`config.mk`:
```
export PLATFORM = sky130hd
export DESIGN_NAME = svc_cmd_unit
export DESIGN_NICKNAME = d
export VERILOG_FILES = /design/src/svc_pkg.sv /design/src/line_if.sv /design/src/line_collect.sv /design/src/svc_cmd_unit.sv
export SDC_FILE = /design/constraint.sdc
export NUM_CORES = 1
export LEC_CHECK = 0
export ABC_CLOCK_PERIOD_IN_PS = 3400
export BUFFER_PORTS_ARGS = -buffer_cell sky130_fd_sc_hd__buf_2
export CAP_MARGIN = 40
export CORE_MARGIN = 1.5
export CORE_UTILIZATION = 65
export DETAILED_ROUTE_END_ITERATION = 10
export HOLD_SLACK_MARGIN = 0.05
export PLACE_DENSITY = 0.82
export SETUP_SLACK_MARGIN = 0.15
export SLEW_MARGIN = 20
export SYNTH_ARGS = -nofsm -noshare
export SYNTH_HDL_FRONTEND = slang
export SYNTH_HIERARCHICAL = 1
export SYNTH_SLANG_ARGS = --single-unit
```
`constraint.sdc`:
```
create_clock -name mclk -period 3.4 [get_ports mclk]
set_input_delay 0.17 -clock mclk [delete_from_list [all_inputs] [get_ports mclk]]
set_output_delay 0.17 -clock mclk [all_outputs]
set_load 0.01 [all_outputs]
```
`src/svc_pkg.sv`:
```
package svc_pkg;

  // Characters seen on the command line.
  localparam logic [7:0] CH_CR    = 8'h0D;
  localparam logic [7:0] CH_LF    = 8'h0A;
  localparam logic [7:0] CH_SP    = 8'h20;
  localparam logic [7:0] CH_SAVE  = 8'h73;
  localparam logic [7:0] CH_EXIT  = 8'h78;
  localparam logic [7:0] CH_REST  = 8'h7A;
  localparam logic [7:0] CH_LO_N  = 8'h6E;
  localparam logic [7:0] CH_LO_I  = 8'h69;
  localparam logic [7:0] CH_UP_N  = 8'h4E;
  localparam logic [7:0] CH_UP_I  = 8'h49;
  localparam logic [7:0] CH_UP_Y  = 8'h59;
  localparam logic [7:0] CH_LO_S  = 8'h73;

  // Line length field and the lengths that the commands accept.
  localparam int         LEN_W      = 4;
  localparam logic [3:0] LEN_BARE   = 4'h1;
  localparam logic [3:0] LEN_OPT    = 4'h3;
  localparam logic [3:0] LEN_MAX    = 4'hF;

  // Save counter width and the rated number of flash saves.
  localparam int          CNT_W      = 16;
  localparam logic [15:0] SAVE_LIMIT = 16'h03E8;

  // Exit hold time, 3 s at 200 MHz.
  localparam int HOLD_TIME_MS = 3000;
  localparam int CLK_FREQ_KHZ = 200000;
  localparam int HOLD_CYCLES  = HOLD_TIME_MS * CLK_FREQ_KHZ;

  typedef enum logic [3:0] {
    RSP_PROMPT        = 4'h0,
    RSP_SAVE_CONFIRM  = 4'h1,
    RSP_SAVE_OK       = 4'h2,
    RSP_SAVE_ABORTED  = 4'h3,
    RSP_EXIT_CONFIRM  = 4'h4,
    RSP_TO_NORMAL     = 4'h5,
    RSP_TO_INIT       = 4'h6,
    RSP_FACTORY_DONE  = 4'h7,
    RSP_FACTORY_SAVED = 4'h8,
    RSP_E001          = 4'h9,
    RSP_E002          = 4'hA,
    RSP_E003          = 4'hB,
    RSP_E004          = 4'hC,
    RSP_E005          = 4'hD
  } resp_t;

  typedef enum logic [7:0] {
    ST_IDLE     = 8'h01,
    ST_PROMPT   = 8'h02,
    ST_SAVE_ASK = 8'h04,
    ST_FLASH    = 8'h08,
    ST_EXIT_ASK = 8'h10,
    ST_HOLD     = 8'h20,
    ST_LEAVE    = 8'h40
  } state_t;

endpackage

```
`src/line_if.sv`:
```
`timescale 1ns/1ps
`default_nettype none

interface line_if;
  logic                          done;
  logic [7:0]                    cmd;
  logic [7:0]                    sep;
  logic [7:0]                    arg;
  logic [svc_pkg::LEN_W-1:0]     len;

  modport src (output done, output cmd, output sep, output arg, output len);
  modport dst (input done, input cmd, input sep, input arg, input len);
endinterface

`default_nettype wire

```
`src/line_collect.sv`:
```
`timescale 1ns/1ps
`default_nettype none

module line_collect (
  input  wire logic       mclk,
  input  wire logic       rstn,
  input  wire logic [7:0] rx_data,
  input  wire logic       rx_valid,
  line_if.src             ln
);
  import svc_pkg::*;

  logic             done_ff;
  logic [7:0]       c0_ff;
  logic [7:0]       c1_ff;
  logic [7:0]       c2_ff;
  logic [LEN_W-1:0] cnt_ff;
  logic [LEN_W-1:0] len_ff;

  wire is_cr   = rx_valid && (rx_data == CH_CR);
  wire is_char = rx_valid && (rx_data != CH_CR) && (rx_data != CH_LF);

  always_ff @(posedge mclk) begin
    if (!rstn) begin
      done_ff <= 1'b0;
      c0_ff   <= 8'h00;
      c1_ff   <= 8'h00;
      c2_ff   <= 8'h00;
      cnt_ff  <= '0;
      len_ff  <= '0;
    end else begin
      done_ff <= is_cr;
      if (is_cr) begin
        len_ff <= cnt_ff;
        cnt_ff <= '0;
      end else if (is_char) begin
        if (cnt_ff == 4'h0) c0_ff <= rx_data;
        if (cnt_ff == 4'h1) c1_ff <= rx_data;
        if (cnt_ff == 4'h2) c2_ff <= rx_data;
        // Saturating, so an overlong line still counts as too many parameters.
        if (cnt_ff != LEN_MAX) cnt_ff <= cnt_ff + 4'h1;
      end
    end
  end

  assign ln.done = done_ff;
  assign ln.cmd  = c0_ff;
  assign ln.sep  = c1_ff;
  assign ln.arg  = c2_ff;
  assign ln.len  = len_ff;

endmodule

`default_nettype wire

```
`src/svc_cmd_unit.sv`:
```
`timescale 1ns/1ps
`default_nettype none

module svc_cmd_unit #(
  parameter int unsigned HOLD_CYCLES = svc_pkg::HOLD_CYCLES,
  parameter int          CNT_W       = svc_pkg::CNT_W
) (
  input  wire logic               mclk,
  input  wire logic               rstn,
  input  wire logic [7:0]         rx_data,
  input  wire logic               rx_valid,
  input  wire logic               cfg_dirty,
  input  wire logic               flash_done,
  input  wire logic               flash_ok,
  output logic                    resp_valid,
  output svc_pkg::resp_t          resp_code,
  output logic [CNT_W-1:0]        save_count,
  output logic                    flash_req,
  output logic                    flash_src_factory,
  output logic                    load_factory,
  output logic                    load_flash,
  output logic                    go_normal,
  output logic                    go_init,
  output logic                    busy
);
  import svc_pkg::*;

  line_if ln ();

  line_collect u_line (
    .mclk     (mclk),
    .rstn     (rstn),
    .rx_data  (rx_data),
    .rx_valid (rx_valid),
    .ln       (ln.src)
  );

  state_t           state_ff;
  state_t           nxt_state;
  resp_t            resp_ff;
  resp_t            nxt_resp;
  logic             resp_v_ff;
  logic             nxt_resp_v;
  resp_t            pend_ff;
  resp_t            nxt_pend;
  logic             pend_v_ff;
  logic             nxt_pend_v;
  logic [CNT_W-1:0] cnt_ff;
  logic [CNT_W-1:0] nxt_cnt;
  logic             freq_ff;
  logic             nxt_freq;
  logic             fsrc_ff;
  logic             nxt_fsrc;
  logic             lfac_ff;
  logic             nxt_lfac;
  logic             lfl_ff;
  logic             nxt_lfl;
  logic             gon_ff;
  logic             nxt_gon;
  logic             goi_ff;
  logic             nxt_goi;
  logic             to_init_ff;
  logic             nxt_to_init;
  logic [31:0]      hold_ff;
  logic [31:0]      nxt_hold;

  // Decoding of the finished line.
  wire line_bare  = (ln.len == LEN_BARE);
  wire line_opt   = (ln.len == LEN_OPT);
  wire sep_ok     = (ln.sep == CH_SP);
  wire ans_yes    = line_bare && (ln.cmd == CH_UP_Y);
  wire ans_no     = line_bare && (ln.cmd == CH_UP_N);
  wire arg_lo_n   = (ln.arg == CH_LO_N);
  wire arg_lo_i   = (ln.arg == CH_LO_I);
  wire arg_up_n   = (ln.arg == CH_UP_N);
  wire arg_up_i   = (ln.arg == CH_UP_I);
  wire arg_slow   = arg_lo_n || arg_lo_i;
  wire arg_fast   = arg_up_n || arg_up_i;
  wire arg_init   = arg_lo_i || arg_up_i;
  wire [CNT_W-1:0] cnt_inc = cnt_ff + {{(CNT_W-1){1'b0}}, 1'b1};
  wire over_limit = (cnt_inc > CNT_W'(SAVE_LIMIT));
  wire hold_end   = (hold_ff >= HOLD_CYCLES - 32'h0000_0001);

  function automatic resp_t announce(input logic to_init);
    announce = to_init ? RSP_TO_INIT : RSP_TO_NORMAL;
  endfunction

  always_comb begin
    nxt_state   = state_ff;
    nxt_resp    = resp_ff;
    nxt_resp_v  = 1'b0;
    nxt_pend    = pend_ff;
    nxt_pend_v  = pend_v_ff;
    nxt_cnt     = cnt_ff;
    nxt_freq    = 1'b0;
    nxt_fsrc    = fsrc_ff;
    nxt_lfac    = 1'b0;
    nxt_lfl     = 1'b0;
    nxt_gon     = 1'b0;
    nxt_goi     = 1'b0;
    nxt_to_init = to_init_ff;
    nxt_hold    = hold_ff;
    unique case (state_ff)
      ST_IDLE: begin
        if (ln.done) begin
          nxt_resp_v = 1'b1;
          nxt_state  = ST_PROMPT;
          if (ln.len == 4'h0) begin
            nxt_resp_v = 1'b0;
          end else if (ln.cmd == CH_SAVE) begin
            if (line_bare) begin
              nxt_resp  = RSP_SAVE_CONFIRM;
              nxt_state = ST_SAVE_ASK;
            end else begin
              nxt_resp = RSP_E002;
            end
          end else if (ln.cmd == CH_EXIT) begin
            if (!line_opt || !sep_ok) begin
              nxt_resp = RSP_E002;
            end else if (arg_fast) begin
              nxt_to_init = arg_init;
              nxt_resp    = announce(arg_init);
              nxt_state   = ST_LEAVE;
            end else if (arg_slow) begin
              nxt_to_init = arg_init;
              nxt_hold    = 32'h0000_0000;
              if (cfg_dirty) begin
                nxt_resp  = RSP_EXIT_CONFIRM;
                nxt_state = ST_EXIT_ASK;
              end else begin
                nxt_resp  = announce(arg_init);
                nxt_state = ST_HOLD;
              end
            end else begin
              nxt_resp = RSP_E003;
            end
          end else if (ln.cmd == CH_REST) begin
            if (line_bare) begin
              // Working copy only; it stays volatile until a save.
              nxt_lfac = 1'b1;
              nxt_resp = RSP_FACTORY_DONE;
            end else if (line_opt && sep_ok && (ln.arg == CH_LO_S)) begin
              nxt_lfac   = 1'b1;
              nxt_freq   = 1'b1;
              nxt_fsrc   = 1'b1;
              nxt_resp_v = 1'b0;
              nxt_state  = ST_FLASH;
            end else if (line_opt && sep_ok) begin
              nxt_resp = RSP_E003;
            end else begin
              nxt_resp = RSP_E002;
            end
          end else begin
            nxt_resp = RSP_E001;
          end
        end
      end
      ST_PROMPT: begin
        nxt_resp_v = 1'b1;
        if (pend_v_ff) begin
          nxt_resp   = pend_ff;
          nxt_pend_v = 1'b0;
        end else begin
          nxt_resp  = RSP_PROMPT;
          nxt_state = ST_IDLE;
        end
      end
      ST_SAVE_ASK: begin
        if (ln.done) begin
          if (ans_yes) begin
            // The counter is never consulted before writing.
            nxt_freq  = 1'b1;
            nxt_fsrc  = 1'b0;
            nxt_state = ST_FLASH;
          end else begin
            nxt_resp_v = 1'b1;
            nxt_resp   = RSP_SAVE_ABORTED;
            nxt_pend   = RSP_E003;
            nxt_pend_v = !ans_no;
            nxt_state  = ST_PROMPT;
          end
        end
      end
      ST_FLASH: begin
        if (flash_done) begin
          nxt_resp_v = 1'b1;
          nxt_state  = ST_PROMPT;
          if (flash_ok) begin
            nxt_cnt    = cnt_inc;
            nxt_resp   = fsrc_ff ? RSP_FACTORY_SAVED : RSP_SAVE_OK;
            nxt_pend   = RSP_E004;
            nxt_pend_v = over_limit;
          end else begin
            nxt_resp = RSP_E005;
          end
        end
      end
      ST_EXIT_ASK: begin
        if (ln.done) begin
          nxt_resp_v = 1'b1;
          if (ans_yes) begin
            nxt_resp  = announce(to_init_ff);
            nxt_state = ST_HOLD;
          end else if (ans_no) begin
            nxt_resp  = RSP_PROMPT;
            nxt_state = ST_IDLE;
          end else begin
            nxt_resp  = RSP_E003;
            nxt_state = ST_PROMPT;
          end
        end
      end
      ST_HOLD: begin
        nxt_hold = hold_ff + 32'h0000_0001;
        if (hold_end) nxt_state = ST_LEAVE;
      end
      ST_LEAVE: begin
        nxt_gon   = !to_init_ff;
        nxt_goi   = to_init_ff;
        // On an init exit, unsaved working changes are dropped in favour of the flash copy.
        nxt_lfl   = to_init_ff;
        nxt_state = ST_IDLE;
      end
      default: begin
        nxt_state = ST_IDLE;
      end
    endcase
  end

  always_ff @(posedge mclk) begin
    if (!rstn) begin
      state_ff   <= ST_IDLE;
      resp_ff    <= RSP_PROMPT;
      resp_v_ff  <= 1'b0;
      pend_ff    <= RSP_PROMPT;
      pend_v_ff  <= 1'b0;
      cnt_ff     <= '0;
      freq_ff    <= 1'b0;
      fsrc_ff    <= 1'b0;
      lfac_ff    <= 1'b0;
      lfl_ff     <= 1'b0;
      gon_ff     <= 1'b0;
      goi_ff     <= 1'b0;
      to_init_ff <= 1'b0;
      hold_ff    <= 32'h0000_0000;
    end else begin
      state_ff   <= nxt_state;
      resp_ff    <= nxt_resp;
      resp_v_ff  <= nxt_resp_v;
      pend_ff    <= nxt_pend;
      pend_v_ff  <= nxt_pend_v;
      cnt_ff     <= nxt_cnt;
      freq_ff    <= nxt_freq;
      fsrc_ff    <= nxt_fsrc;
      lfac_ff    <= nxt_lfac;
      lfl_ff     <= nxt_lfl;
      gon_ff     <= nxt_gon;
      goi_ff     <= nxt_goi;
      to_init_ff <= nxt_to_init;
      hold_ff    <= nxt_hold;
    end
  end

  logic busy_ff;

  always_ff @(posedge mclk) begin
    if (!rstn) begin
      busy_ff <= 1'b0;
    end else begin
      busy_ff <= (nxt_state != ST_IDLE);
    end
  end

  assign resp_valid        = resp_v_ff;
  assign resp_code         = resp_ff;
  assign save_count        = cnt_ff;
  assign flash_req         = freq_ff;
  assign flash_src_factory = fsrc_ff;
  assign load_factory      = lfac_ff;
  assign load_flash        = lfl_ff;
  assign go_normal         = gon_ff;
  assign go_init           = goi_ff;
  assign busy              = busy_ff;

endmodule

`default_nettype wire

```
==> impl_metrics.json, run 1 <==
{
  "antenna_left": 0,
  "track_usage_pct": 29.5,
  "required_ps": 3710,
  "dp_cells": 813,
  "cp-end-kind": "flop",
  "viasPerCell": 6.48,
  "area_growth_pct": 8.48,
  "place.gp.congestion": 0.947,
  "syn-mean-instance-area_sq_um": 8.38,
  "period_minus_slack_ps": 2820,
  "status": "completed",
  "fin_cells": 829,
  "period_share_pct": 82.9,
  "finalClockSkew_ps": 13.1,
  "clk_pin_slew_ps": 110,
  "die_w_um": 97.3,
  "vias": 5370,
  "post-cts-setup-buffer-count": 0,
  "setup-violations-final": 0,
  "reg2reg_slack_ps": 580,
  "drtIter0Drc": 256,
  "syn_inst": 690,
  "synth_seq_cells": 105,
  "cts_max_path_buffers": 2,
  "dpl.hpwl_mm": 9.81,
  "grt_pass1_vias": 5014,
  "leakagePower_nw": 2.31,
  "yosysSeqAreaShare_pct": 36.3,
  "grt_max_degree": 47,
  "worstSetupStartpointType": "flop",
  "routed_wl_mm": 13.6,
  "cts_root_buffer": "clkbuf_8",
  "path_max_fanout": 32,
  "die_area_sq_um": 9470,
  "initial_utilization_pct": 66.7,
  "synth_area_sq_um": 5780,
  "cts_tree": "done",
  "synthArstFlopShare_pct": 0,
  "ios": 42,
  "core-area_sq_um": 8680,
  "timing.fmax_ghz": 0.355,
  "finalWorstSetupSlack_ps": 581,
  "detailedPlace.worstSlack_ps": 619,
  "design_area_sq_um": 6270,
  "post_cts_resized": 0,
  "numCtsBuffers": 9,
  "tns_ps": 0,
  "antenna_found_initial": 0,
  "worst_slew_pin_slew_ps": 731,
  "htreeDepth": 3,
  "ir_drop_mv": 0.332,
  "dieHeight_um": 97.3,
  "n_antenna_cell": 0,
  "slew_headroom_pct": 51.0,
  "synth_edf_count": 0,
  "layout_commonest_cell": "dfxtp_1",
  "final_nets": 737,
  "insertion_delay_ps": 370,
  "synth_flop_cell": "dfxtp_1",
  "yosysUniqueCellTypes": 77,
  "synth_fp_nets": 711,
  "hold_path_depth": 3,
  "rows": 34,
  "r2r_cells": 7,
  "min_path_type": "in -> reg",
  "port_buffers": 41,
  "cap_violations": 0,
  "holdWs_ps": 129,
  "mostFrequentLayoutCells": "dfxtp_1, nand2_1, nor2_1",
  "critPathKind": "reg -> reg",
  "overflow": 0,
  "rsz0062_at_grt": "no",
  "wl_per_cell_um": 16.5,
  "holdBufCountCts": 0,
  "post-route-drc-count": 0,
  "drive_gt1_share_pct": 12.2,
  "maxSlewViolCount": 0,
  "firstDrtPassIters": 5,
  "placed_area_sq_um": 6060,
  "cts_sinks": 105,
  "ys_warn_count": 6,
  "critPathArrivalTime_ps": 3130,
  "hold_violations": 0,
  "grt_pass1_wl_mm": 23.3,
  "p_per_area_nw_per_um2": 353
}
-- kinds of logic after synthesis --
family                     synth area share (%)
and+or+nand+nor                            33.8
muxes                                      4.67
other                                    0.0648
AOI/OAI and AO/OA                          16.7
xor gates and xnor gates                   3.48
DFF                                        36.3
buffers and inverters                      3.46
adders and majority gates                  1.51
-- area by class of cell --
| type | instances | area (sq um) |
|---|---|---|
| multi-input combinational | 537 | 3490 |
| fill | 689 | 2400 |
| sequential | 105 | 2100 |
| timing repair buffer | 49 | 285 |
| clock buffer | 10 | 138 |
| tap | 108 | 135 |
| clock inverter | 6 | 73.8 |
| inverter | 14 | 52.6 |
-- where the power goes --
part | internal, W | switching (W) | total (W)
combinational | 0.0000494 | 0.0000789 | 0.000128
clock | 0.000370 | 0.000443 | 0.000813
sequential | 0.00125 | 0.0000215 | 0.00127
total | 0.00167 | 0.000544 | 0.00221
-- critical path: stages (launching register included) --
cell     delay (ps)
dfxtp_1         430
nor4_4          390
and4b_1         320
and3_1          360
a31oi_4         300
buf_16          270
or4_1           520
a21oi_1         160
-- sequential cells by signal, indices dropped and copies added, names as in the netlist --
signal / count
hold_ff: 32
save_count: 16
state_ff: 8
u_line/ln.arg: 8
u_line/ln.cmd: 8
u_line/ln.sep: 8
resp_code: 4
u_line/cnt_ff: 4
u_line/ln.len: 4
pend_ff: 3
busy: 1
flash_req: 1
flash_src_factory: 1
go_init: 1
go_normal: 1
load_factory: 1
pend_v_ff: 1
resp_valid: 1
to_init_ff: 1
u_line/ln.done: 1
-- per-layer routing --
| layer | wire, um | vias to the layer above | global-route usage, % |
|---|---|---|---|
| met4 | 300 | 0 | 10.1 |
| met5 | 0 | - | 0 |
| li1 | - | 2609 | - |
| met1 | 5820 | 2525 | 38.0 |
| met2 | 6670 | 205 | 49.7 |
| met3 | 859 | 31 | 5.32 |
-- final timing paths --
check                                startpoint                             to
hold / removal                       flash_done         state_ff[1]$_SDFF_PN0_
hold reg to reg   u_line/ln.sep[3]$_SDFFE_PN0P_  u_line/ln.sep[3]$_SDFFE_PN0P_
setup / recovery         state_ff[2]$_SDFF_PN0_       hold_ff[20]$_SDFFE_PN0P_
setup reg to reg         state_ff[2]$_SDFF_PN0_       hold_ff[20]$_SDFFE_PN0P_
-- through the flow --
step | total power (W) | util [%]
final | 0.00221 | 72.3
after global routing | 0.00229 | 72.3
after CTS | 0.00223 | 72.3
after detailed placement | 0.00143 | 69.9
after global placement | 0.00142 | 69.6
after floorplan | 0.00139 | -
-- synthesized netlist by cell type (3+ instances only) --
library cell    n  area (sq um)
nor4_1          7          43.8
or3_1          19           119
or4_1          16           120
clkbuf_1       25          93.8
nand3_1        35           175
nand2_1        80           300
mux2i_1        27           270
o211ai_1        3          22.5
dfxtp_1       105          2100
a21oi_1        53           265
nor3_1         12          60.1
buf_2           4          20.0
o21ai_0        31           155
or2_2           3          18.8
nor2b_1         5          31.3
nand4b_1        4          35.0
and4_1          6          52.6
and3_1          8          50.1
nand2b_1       11          68.8
nor4bb_1        5          50.1
a31oi_1         8          50.1
nor4b_1         3          26.3
ha_1            7          87.6
o31ai_1        15           113
a22oi_1         6          45.0
a22o_1          5          43.8
xor2_1         12           105
nor3b_1         3          22.5
and2_1          5          31.3
nand4_4         4          85.1
xnor2_1        11          96.3
nand3b_1        4          30.0
nor2_1         54           203
o21a_1          3          22.5
and4b_1         5          50.1
inv_1          13          48.8
nand4_1        23           144
Power figures use the tool's default switching activity.
==> run 2, diff against run 1 <==
Settings changed: ABC_CLOCK_PERIOD_IN_PS 3400 to 2900, CORE_UTILIZATION 65 to 61, PLACE_DENSITY 0.82 to 0.78.
Clock period 3.4 ns to 2.9 ns, I/O delays scaled along.
==> impl_metrics.json, run 2 (synthesis results as in run 1) <==
{
  "worstSetupStartpointType": "flop",
  "numCtsBuffers": 9,
  "port_buffers": 41,
  "antenna_found_initial": 0,
  "area_growth_pct": 9.54,
  "slowest_delay_ps": 490,
  "vias": 5197,
  "cp_cell_sequence": "nor4_4 > and4b_2 > and3_2 > a31oi_4 > buf_8 > or4b_1 > a21oi_1",
  "critPathKind": "reg -> reg",
  "path_max_fanout": 26,
  "initial_utilization_pct": 62.9,
  "period_share_pct": 90.0,
  "rows": 35,
  "grt_pass1_vias": 4653,
  "p_per_area_nw_per_um2": 411,
  "post-route-drc-count": 0,
  "core-area_sq_um": 9200,
  "ir_drop_mv": 0.489,
  "largest_reg_flops": 32,
  "ios": 42,
  "slew_headroom_pct": 52.5,
  "rsz0062_at_grt": "no",
  "cts_sinks": 105,
  "cts_root_buffer": "clkbuf_8",
  "tns_ps": 0,
  "dieHeight_um": 100,
  "grt_pass1_wl_mm": 22.1,
  "maxSlewViolCount": 0,
  "viasPerCell": 6.19,
  "top_register": "hold_ff",
  "mostFrequentLayoutCells": "dfxtp_1, nand2_1, nor2_1",
  "cts_max_path_buffers": 2,
  "drtIter0Drc": 328,
  "setup-violations-final": 0,
  "hold_violations": 0,
  "finalClockSkew_ps": 10.3,
  "critPathSlowestCell": "or4b_1",
  "period_minus_slack_ps": 2610,
  "track_usage_pct": 27.3,
  "htreeDepth": 3,
  "cts_tree": "done",
  "die_area_sq_um": 10100,
  "final_nets": 745,
  "min_path_type": "in -> reg",
  "cap_violations": 0,
  "required_ps": 3210,
  "dpl.hpwl_mm": 9.70,
  "status": "completed",
  "clk_pin_slew_ps": 100,
  "holdBufCountCts": 0,
  "holdWs_ps": 82.0,
  "grt_max_degree": 46,
  "critPathArrivalTime_ps": 2920,
  "insertion_delay_ps": 380,
  "place.gp.congestion": 0.939,
  "cp-end-kind": "flop",
  "firstDrtPassIters": 5,
  "wl_per_cell_um": 16.1,
  "leakagePower_nw": 2.34,
  "antenna_left": 0,
  "overflow": 0,
  "die_w_um": 100,
  "layout_commonest_cell": "dfxtp_1",
  "routed_wl_mm": 13.5,
  "n_antenna_cell": 0,
  "timing.fmax_ghz": 0.383,
  "worst_slew_pin_slew_ps": 703,
  "drive_gt1_share_pct": 13.6
}
run 2: what timing repair did:
| item | CTS | global route |
|---|---|---|
| buffers inserted | 0 | 2 |
| endpoints found under the setup margin | 0 | 8 |
| gates resized for setup | 0 | 3 |
run 2: critical path, delay by kind of cell (launching register included):
kind | cells | cell delay, ps
DFF | 1 | 430
buffers and inverters | 1 | 240
AOI/OAI and AO/OA | 2 | 400
and+or+nand+nor | 4 | 1460
run 2: final timing paths:
path / startpoint / to / slack, ps / cells past startpoint
max: state_ff[2]$_SDFF_PN0_ / hold_ff[19]$_SDFFE_PN0P_ / 290 / 7
min: flash_done / state_ff[1]$_SDFF_PN0_ / 80 / 3
max reg2reg: state_ff[2]$_SDFF_PN0_ / hold_ff[19]$_SDFFE_PN0P_ / 290 / 7
min reg2reg: u_line/ln.sep[1]$_SDFFE_PN0P_ / u_line/ln.sep[1]$_SDFFE_PN0P_ / 470 / 2
run 2: area by class of cell:
type / instances / area (sq um)
timing repair buffer: 56 / 325
multi-input combinational: 538 / 3500
sequential: 105 / 2100
fill: 770 / 2860
tap: 111 / 139
clock buffer: 10 / 138
clock inverter: 6 / 75.1
inverter: 14 / 52.6
run 2: power breakdown:
group          total [W]  internal [W]  switching (W)
clock           0.000965      0.000434       0.000531
sequential       0.00149       0.00147      0.0000251
combinational   0.000151     0.0000590      0.0000917
total            0.00261       0.00196       0.000647
run 2: through the flow:
stage	power [W]	std cells	cell area, sq um	utilization (%)	setup WS [ps]
4_1_cts	0.00263	837	6300	68.6	188
2_1_floorplan	0.00162	690	5780	-	704
6_report	0.00261	840	6340	68.9	291
5_1_grt	0.00270	840	6340	68.9	187
3_5_place_dp	0.00167	821	6090	66.2	233
3_3_place_gp	0.00167	820	6080	66.1	342
run 2: layer usage:
| metal | track usage (%) | wire (um) | vias to the layer above |
|---|---|---|---|
| met1 | 35.1 | 6190 | 2430 |
| met2 | 46.6 | 6610 | 121 |
| li1 | - | - | 2627 |
| met4 | 8.99 | 204 | 0 |
| met5 | 0 | 0 | - |
| met3 | 4.60 | 523 | 19 |
